$ cat src/rtl/cmd_bits_pkg.sv
// constants for the pci command enable bits and their axi4-lite register map
// assumes a 32-bit axi4-lite bus with word-aligned registers
package cmd_bits_pkg;
    localparam int DATA_W = 32;
    localparam int CMD_W = 6;
    localparam logic [31:0] CMD_OFFSET = 32'h0000_0004;
    localparam logic [31:0] STATUS_OFFSET = 32'h0000_0008;
    localparam int IO_BIT = 0;
    localparam int MEM_BIT = 1;
    localparam int MASTER_BIT = 2;
    localparam int SPECIAL_BIT = 3;
    localparam int WINV_BIT = 4;
    localparam int PALETTE_BIT = 5;
    localparam logic [CMD_W-1:0] CMD_RESET = 6'h00;
    localparam logic [CMD_W-1:0] CMD_WRITABLE = 6'h3f;
    localparam int SNOOP_W = 8;
    localparam int SNOOP_LSB = 0;
    localparam int SPECIAL_CNT_W = 8;
    localparam int SPECIAL_CNT_LSB = 8;
    localparam logic [1:0] RESP_OKAY = 2'h0;
    localparam logic [1:0] RESP_SLVERR = 2'h2;
endpackage

$ cat src/rtl/access_gate.sv
// gates bus decode events and master requests with the command enable bits
// assumes all event inputs come from logic on aclk; outputs are registered
`timescale 1ns/1ns
module access_gate (
    input wire logic aclk,
    input wire logic aresetn,
    input wire logic [cmd_bits_pkg::CMD_W-1:0] cmd,
    input wire logic mem_access,
    input wire logic io_access,
    input wire logic palette_write,
    input wire logic [cmd_bits_pkg::SNOOP_W-1:0] palette_data,
    input wire logic special_cycle,
    input wire logic master_req,
    input wire logic master_wants_winv,
    output logic mem_claim,
    output logic io_claim,
    output logic snoop_capture,
    output logic [cmd_bits_pkg::SNOOP_W-1:0] snoop_data,
    output logic special_seen,
    output logic [cmd_bits_pkg::SPECIAL_CNT_W-1:0] special_count,
    output logic master_go,
    output logic use_winv
);
    typedef struct packed {
        logic mem_claim;
        logic io_claim;
        logic snoop_capture;
        logic [cmd_bits_pkg::SNOOP_W-1:0] snoop_data;
        logic special_seen;
        logic [cmd_bits_pkg::SPECIAL_CNT_W-1:0] special_count;
        logic master_go;
        logic use_winv;
    } gate_state_t;

    gate_state_t s;
    gate_state_t next_s;
    logic snooping;

    always_comb begin
        next_s = s;
        snooping = palette_write && cmd[cmd_bits_pkg::PALETTE_BIT];
        next_s.mem_claim = mem_access && cmd[cmd_bits_pkg::MEM_BIT];
        // palette writes decode like any i/o access unless snooped
        next_s.io_claim = (io_access || palette_write) && cmd[cmd_bits_pkg::IO_BIT] && !snooping;
        next_s.snoop_capture = snooping;
        if (snooping) begin
            next_s.snoop_data = palette_data;
        end
        next_s.special_seen = special_cycle && cmd[cmd_bits_pkg::SPECIAL_BIT];
        if (next_s.special_seen) begin
            next_s.special_count = s.special_count + 8'h01;
        end
        next_s.master_go = master_req && cmd[cmd_bits_pkg::MASTER_BIT];
        next_s.use_winv = next_s.master_go && master_wants_winv && cmd[cmd_bits_pkg::WINV_BIT];
    end

    always_ff @(posedge aclk) begin
        if (!aresetn) begin
            s <= '0;
        end else begin
            s <= next_s;
        end
    end

    assign mem_claim = s.mem_claim;
    assign io_claim = s.io_claim;
    assign snoop_capture = s.snoop_capture;
    assign snoop_data = s.snoop_data;
    assign special_seen = s.special_seen;
    assign special_count = s.special_count;
    assign master_go = s.master_go;
    assign use_winv = s.use_winv;
endmodule // access_gate

$ cat src/rtl/cmd_enable_regs.sv
// axi4-lite slave holding the low pci command enable bits and a status word
// assumes decode and master request inputs are produced on aclk
//
// The placing of the registers and the AXI4-Lite slave port are this design's own decisions.
`timescale 1ns/1ns
// Behaviour
// - palette snoop on: do not claim palette writes, capture their data passively
// - write-invalidate enable 0 after reset: plain writes; 1 allows write-invalidate
// - write-invalidate enable bit is a writable control
// - special cycle control clear after reset: ignore every special cycle
// - special cycle control set: observe and act on special cycles
// - master enable resets 0; while 0 start no transactions; 1 allows mastering
// - memory decode enable resets 0; while 0 claim no memory accesses
// - i/o decode enable resets 0; while 0 claim no i/o accesses
// - palette snoop control bit is provided
// - palette snoop off: palette writes handled like any other access
module cmd_enable_regs #(
    parameter int ADDR_W = 8
) (
    input wire logic aclk,
    input wire logic aresetn,
    input wire logic [ADDR_W-1:0] awaddr,
    input wire logic [2:0] awprot,
    input wire logic awvalid,
    output logic awready,
    input wire logic [31:0] wdata,
    input wire logic [3:0] wstrb,
    input wire logic wvalid,
    output logic wready,
    output logic [1:0] bresp,
    output logic bvalid,
    input wire logic bready,
    input wire logic [ADDR_W-1:0] araddr,
    input wire logic [2:0] arprot,
    input wire logic arvalid,
    output logic arready,
    output logic [31:0] rdata,
    output logic [1:0] rresp,
    output logic rvalid,
    input wire logic rready,
    input wire logic mem_access,
    input wire logic io_access,
    input wire logic palette_write,
    input wire logic [7:0] palette_data,
    input wire logic special_cycle,
    input wire logic master_req,
    input wire logic master_wants_winv,
    output logic mem_claim,
    output logic io_claim,
    output logic snoop_capture,
    output logic special_seen,
    output logic master_go,
    output logic use_winv,
    output logic palette_snoop_en,
    output logic write_invalidate_en,
    output logic special_cycle_monitor_en,
    output logic master_en,
    output logic memory_decode_en,
    output logic io_decode_en
);
    localparam int IDX_W = ADDR_W - 2;
    localparam logic [IDX_W-1:0] CMD_IDX = cmd_bits_pkg::CMD_OFFSET[ADDR_W-1:2];
    localparam logic [IDX_W-1:0] STATUS_IDX = cmd_bits_pkg::STATUS_OFFSET[ADDR_W-1:2];

    if (ADDR_W < 4 || ADDR_W > 32) begin : g_bad_addr_w
        $error("address width must lie between 4 and 32");
    end

    typedef struct packed {
        logic aw_held;
        logic w_held;
        logic [ADDR_W-1:0] waddr;
        logic [7:0] wbyte;
        logic wlane0;
        logic bvalid;
        logic [1:0] bresp;
        logic rvalid;
        logic [1:0] rresp;
        logic [31:0] rdata;
        logic [cmd_bits_pkg::CMD_W-1:0] cmd;
        logic last_cmd_wr;
    } regs_state_t;

    regs_state_t s;
    regs_state_t next_s;
    logic aw_hs;
    logic w_hs;
    logic ar_hs;
    logic [IDX_W-1:0] wr_idx;
    logic [IDX_W-1:0] rd_idx;
    logic [cmd_bits_pkg::SNOOP_W-1:0] snoop_data;
    logic [cmd_bits_pkg::SPECIAL_CNT_W-1:0] special_count;

    assign awready = !s.aw_held && !s.bvalid;
    assign wready = !s.w_held && !s.bvalid;
    assign arready = !s.rvalid;
    assign aw_hs = awvalid && awready;
    assign w_hs = wvalid && wready;
    assign ar_hs = arvalid && arready;
    assign wr_idx = s.waddr[ADDR_W-1:2];
    assign rd_idx = araddr[ADDR_W-1:2];

    always_comb begin
        next_s = s;
        next_s.last_cmd_wr = 1'b0;
        if (aw_hs) begin
            next_s.aw_held = 1'b1;
            next_s.waddr = awaddr;
        end
        if (w_hs) begin
            next_s.w_held = 1'b1;
            next_s.wbyte = wdata[7:0];
            next_s.wlane0 = wstrb[0];
        end
        // address and data both in: perform the write, raise the response
        if (s.aw_held && s.w_held) begin
            next_s.aw_held = 1'b0;
            next_s.w_held = 1'b0;
            next_s.bvalid = 1'b1;
            next_s.bresp = cmd_bits_pkg::RESP_OKAY;
            if (wr_idx == CMD_IDX) begin
                if (s.wlane0) begin
                    next_s.cmd = s.wbyte[cmd_bits_pkg::CMD_W-1:0] & cmd_bits_pkg::CMD_WRITABLE;
                    next_s.last_cmd_wr = 1'b1;
                end
            end else if (wr_idx != STATUS_IDX) begin
                next_s.bresp = cmd_bits_pkg::RESP_SLVERR;
            end
        end
        if (s.bvalid && bready) begin
            next_s.bvalid = 1'b0;
        end
        if (s.rvalid && rready) begin
            next_s.rvalid = 1'b0;
        end
        if (ar_hs) begin
            next_s.rvalid = 1'b1;
            next_s.rresp = cmd_bits_pkg::RESP_OKAY;
            next_s.rdata = 32'h0000_0000;
            if (rd_idx == CMD_IDX) begin
                next_s.rdata[cmd_bits_pkg::CMD_W-1:0] = s.cmd;
            end else if (rd_idx == STATUS_IDX) begin
                next_s.rdata[cmd_bits_pkg::SNOOP_LSB +: cmd_bits_pkg::SNOOP_W] = snoop_data;
                next_s.rdata[cmd_bits_pkg::SPECIAL_CNT_LSB +: cmd_bits_pkg::SPECIAL_CNT_W] = special_count;
            end else begin
                next_s.rresp = cmd_bits_pkg::RESP_SLVERR;
            end
        end
    end

    always_ff @(posedge aclk) begin
        if (!aresetn) begin
            s <= '0;
        end else begin
            s <= next_s;
        end
    end

    assign bvalid = s.bvalid;
    assign bresp = s.bresp;
    assign rvalid = s.rvalid;
    assign rresp = s.rresp;
    assign rdata = s.rdata;
    assign io_decode_en = s.cmd[cmd_bits_pkg::IO_BIT];
    assign memory_decode_en = s.cmd[cmd_bits_pkg::MEM_BIT];
    assign master_en = s.cmd[cmd_bits_pkg::MASTER_BIT];
    assign special_cycle_monitor_en = s.cmd[cmd_bits_pkg::SPECIAL_BIT];
    assign write_invalidate_en = s.cmd[cmd_bits_pkg::WINV_BIT];
    assign palette_snoop_en = s.cmd[cmd_bits_pkg::PALETTE_BIT];

    access_gate u_gate (
        .aclk(aclk),
        .aresetn(aresetn),
        .cmd(s.cmd),
        .mem_access(mem_access),
        .io_access(io_access),
        .palette_write(palette_write),
        .palette_data(palette_data),
        .special_cycle(special_cycle),
        .master_req(master_req),
        .master_wants_winv(master_wants_winv),
        .mem_claim(mem_claim),
        .io_claim(io_claim),
        .snoop_capture(snoop_capture),
        .snoop_data(snoop_data),
        .special_seen(special_seen),
        .special_count(special_count),
        .master_go(master_go),
        .use_winv(use_winv)
    );
endmodule // cmd_enable_regs

$ cat config.mk
export PLATFORM = sky130hd
export DESIGN_NAME = cmd_enable_regs
export DESIGN_NICKNAME = d
export VERILOG_FILES = /design/src/rtl/cmd_bits_pkg.sv /design/src/rtl/access_gate.sv /design/src/rtl/cmd_enable_regs.sv
export SDC_FILE = /design/constraint.sdc
export NUM_CORES = 1
export LEC_CHECK = 0
export ABC_AREA = 1
export BUFFER_PORTS_ARGS = -buffer_cell sky130_fd_sc_hd__buf_2
export CORE_MARGIN = 4
export CORE_UTILIZATION = 40
export CTS_CLUSTER_DIAMETER = 80
export CTS_CLUSTER_SIZE = 10
export DETAILED_ROUTE_END_ITERATION = 16
export GPL_TIMING_DRIVEN = 0
export PLACE_DENSITY = 0.75
export SLEW_MARGIN = 10
export SYNTH_ARGS = -nofsm -noshare
export SYNTH_HDL_FRONTEND = slang
export SYNTH_SLANG_ARGS = --single-unit
$ cat constraint.sdc
create_clock -name aclk -period 1 [get_ports aclk]
set_input_delay 0.25 -clock aclk [delete_from_list [all_inputs] [get_ports aclk]]
set_output_delay 0.25 -clock aclk [all_outputs]
set_load 0.02 [all_outputs]
* Word-level counts from Yosys, hierarchy flattened *
Cells that the tools add are included.

storage, ports and cells
  word-level logic and storage cells = 60
  input bits = 79
  register bits after elaboration = 67
  output and inout port bits = 53

cells by class
  bitwise logic cells = 1
  $add $sub $neg = 1
  reductions and logical operators = 26
  mux-type cells = 9
  eq/ne operators = 4

operator list
  cell                   count
  $mux W35               1
  $logic_and A1 B1 Y1    16
  $mux W16               1
  $eq A6 B1 Y1 const B   2
  $mux W10               1
  $add A8 B1 Y8 const B  1
  $mux W2                4
  $eq A6 B2 Y1 const B   1
  $mux W6                1
  $ne A6 B2 Y1 const B   1
  $logic_not A1 Y1       5
  $reduce_or A2 Y1       2
  $reduce_and A3 Y1      1
  $reduce_bool A2 Y1     1
  $logic_or A1 B1 Y1     1
  $mux W1                1
  $not A1 Y1             1

* Longest topological paths before layout *
  word-level depth = 4
  depth in mapped cells = 9

* Cells and area by module *
Synthesis repeated with hierarchy kept, for this count alone.

unflattened totals
  cell total of the unflattened synthesis = 384
  area total of the unflattened synthesis = 2845.2 µm²

by module, submodules not included
  module           area an instance (µm²)  times used  cells each  seq. area each (µm²)
  cmd_enable_regs  2008.2                  1           273         820.8
  access_gate      837.1                   1           111         440.4

* Worst setup path before layout *
Ideal clock, no wire load.

  path type = reg2reg
  start point = reg s, in the netlist bvalid
  end point = reg s[59] (netlist name)
  data required time = 0.935 ns
  slack = -0.304 ns
  buffers on the path = 0
  library setup time = 0.065 ns
  cell stages (with the launch flop) = 6
  arrival = 1.239 ns
  path through = dfxtp_1 > nor2_1 > nand2_1 > inv_1 > nor2_1 > nor2_1

between the ends
  word-level cells in the longest chain between the ends = 3

ends and longest elaborated chain
  what                    line                    source
  from (decl)             cmd_enable_regs.sv:84   regs_state_t s;
  from (signal assigned)  cmd_enable_regs.sv:155  s <= next_s;
  $logic_not A1 Y1        cmd_enable_regs.sv:94   assign awready = !s.aw_held && !s.bvalid;
  $logic_and A1 B1 Y1     cmd_enable_regs.sv:94
  named net awready       cmd_enable_regs.sv:25   output logic awready,
  $logic_and A1 B1 Y1     cmd_enable_regs.sv:97   assign aw_hs = awvalid && awready;

The timed path passes the listed nets, and every way through them passes these cells.
A chain may end at the register's enable or synchronous reset.

* Final worst setup path *
  start point = reg s[63] (netlist name)
  end point = out awready

between the ends
  word-level cells in the longest chain between the ends = 2

ends and longest elaborated chain
  what                 line
  $logic_not A1 Y1     cmd_enable_regs.sv:94
  $logic_and A1 B1 Y1  cmd_enable_regs.sv:94
  to (decl)            cmd_enable_regs.sv:25

Every way passes these cells.

==> flow_summary.ini <==
[power_and_ir_drop]
design_power_total_mw = 5.54
p_per_area_mw_per_mm2 = 1350
vdd_drop_max_v = 0.000806
leakage_power_figure_nw = 1.89

[cts]
cts_hold_buffers_added = 0
cts.reportedPaths.clkPinSlew_ps = 70
clockBufferDepth = 2
number_of_buffers_inserted_during_clock_tree_synthesis = 9
cts_htree_levels = 3
root_buffer = clkbuf_8
cts_tree = done
clock_latency_late_sink_ps = 330
cts_sinks = 63

[hold_path]
min_path_cells = 2
hp-class = in -> reg

[routing]
drtIter0Drc = 87
remaining_drc_errors = 0
detail_route.wl_per_cell_um = 12.5
drtAntennaViolNets = 0
vias = 2571
via_per_inst = 4.64
overall_routed_net_length_um = 6950
drtPass1Iterations = 4

[run_status]
outcome = finished with violations
violations = negative setup slack

[placement]
buffer_ports.inserted = 73
routabilityCongestion = 0.801
dp_hpwl_um = 4690

[sta]
fin_skew_ps = 7.04
achievable-frequency_mhz = 850
timing.final.setup_violations = 44
final.setup.worst_slack_ps = -176
relSlewSlack = 0.661
rsz0062_at_grt = yes
max_slew.worst_pin.slew_ps = 507
final.hold.worst_slack_ps = 93.7
finalHoldViolations = 0
min_period_ps = 1180
fin_setup_tns_ps = -2590
report.final.slew_viol_count = 0
timing.final.crit_share = 1.18

[setup_path]
critical_path_endpoint_category = output port
start_kind = flip-flop
ff2ff_path_depth = 6
reg2reg_setup_slack_ps = -90
critical_path_arrival_ps = 930
crit_type = reg -> out
critPathMaxFanout = 3
data_required_time_at_the_worst_endpoint_ps = 750

[global_routing]
global_route_wire_length_before_repair_um = 11100
number_of_global_route_vias_before_repair = 2484
grt.total_usage = 0.165
initial_antenna_violation_count = 0
grt_max_degree = 15
globalRouteOverflowTotal = 0

[floorplanning]
initial_utilization = 0.409
die_x_um = 91.1
fp-row-count = 30
die-area_mm2 = 0.00830
top_level_ports = 132
die_y_um = 91.1
core_area_mm2 = 0.00676

[yosys]
postSynthAreaPerCell_um2 = 7.69
ys_ff_latch = 63
netlist_area_mm2 = 0.00276
synth_top_area_share = 0.457
synth.yosys.seq_area_share = 0.457
netlist.top_cell.by_area = dfxtp_1
yosys-top-cells-area = dfxtp_1 46%, buf_4 10%, nand2_1 9.4%
synth_cells = 359
netlist-cell-type-count = 28
synth-warning-count = 0

[final_layout]
layout.cells.most_common_list = 62 x nand2_1, 51 x nor2_1, 42 x buf_2, 41 x buf_6, 38 x buf_4
most_common_cell_after_layout_fill_and_taps_aside = nand2_1
diodes = 0
area_growth_pct = 48.5
fillCellCount = 603
proportion_of_layout_cells_with_a_drive_suffix_above_1 = 0.506
final_nets = 550
fin_util = 0.607

[job]
drv_cap = 0
==> layer usage <==
metal,wire [um],global-route usage,vias up
met5,0,0,-
met4,189,0.101,0
met3,371,0.0290,15
met2,3560,0.281,81
met1,2840,0.192,1153
li1,-,-,1322
==> path summary, 6_finish.rpt <==
kind / start / to
setup reg to reg: s[56] / master_en
setup / recovery: s[63] / awready
hold / removal: bready / bvalid
hold reg to reg: u_gate.special_count[7] / rdata[15]
==> cell usage after synthesis <==
cell,instances
nand2_1,69
dfxtp_1,63
nor2_1,61
buf_4,37
o21ai_0,23
nand3_1,20
inv_1,17
a21oi_1,10
a21oi_2,10
inv_2,9
nand4_1,9
buf_2,4
nand2_2,4
nor2_2,4
nor3_1,4
nor2_4,3
a211oi_1,1
buf_1,1
clkbuf_1,1
clkbuf_2,1
conb_1,1
ha_1,1
nand3_2,1
nand3_4,1
nor2_8,1
o211ai_1,1
o21a_1,1
o21ai_1,1
==> worst max-delay path, cell delays in order, from the launching register on <==
cell,delay [ps]
dfxtp_2,350
nor2_4,120
buf_6,130
==> registers in the layout, indices dropped and copies added (netlist names), 8 cells and up <==
| signal | flops |
|---|---|
| rdata | 16 |
| s | 15 |
| u_gate.snoop_data | 8 |
| u_gate.special_count | 8 |
==> timing repair <==
action,CTS,global route
setup endpoints to repair,63,79
pin swaps,14,13
resized for setup,137,51
cloned,0,2
setup buffers,14,9
==> stage by stage <==
stage / cell area (um2) / std cells / setup slack (ps)
after floorplan: 2890 / 376 / -16.9
after global placement: 3350 / 529 / -230
after detailed placement: 3350 / 529 / -237
after CTS: 3960 / 550 / -189
after global routing: 4100 / 554 / -213
final: 4100 / 554 / -176
==> report_power, final <==
| group | switching, mW | internal [mW] |
|---|---|---|
| logic | 0.484 | 0.383 |
| registers | 0.0888 | 2.59 |
| clock network | 0.897 | 1.09 |
==> logic make-up after synthesis <==
group / after synthesis / synth area share
AOI/OAI and AO/OA: 47 / 0.101
other: 1 / 0.00136
buffers and inverters: 70 / 0.148
adders and majority gates: 1 / 0.00453
and+or+nand+nor: 177 / 0.288
DFF: 63 / 0.457
==> final cells by class <==
type,instances,area [um2],area share
flip-flops and latches,63,1340,0.326
well taps,80,100,0.0244
multi-input cells,245,1380,0.336
clock buffers,15,176,0.0430
plain buffers,30,234,0.0571
inverters,26,125,0.0305
repair buffers,95,751,0.183
Power figures use the tool's default switching activity.
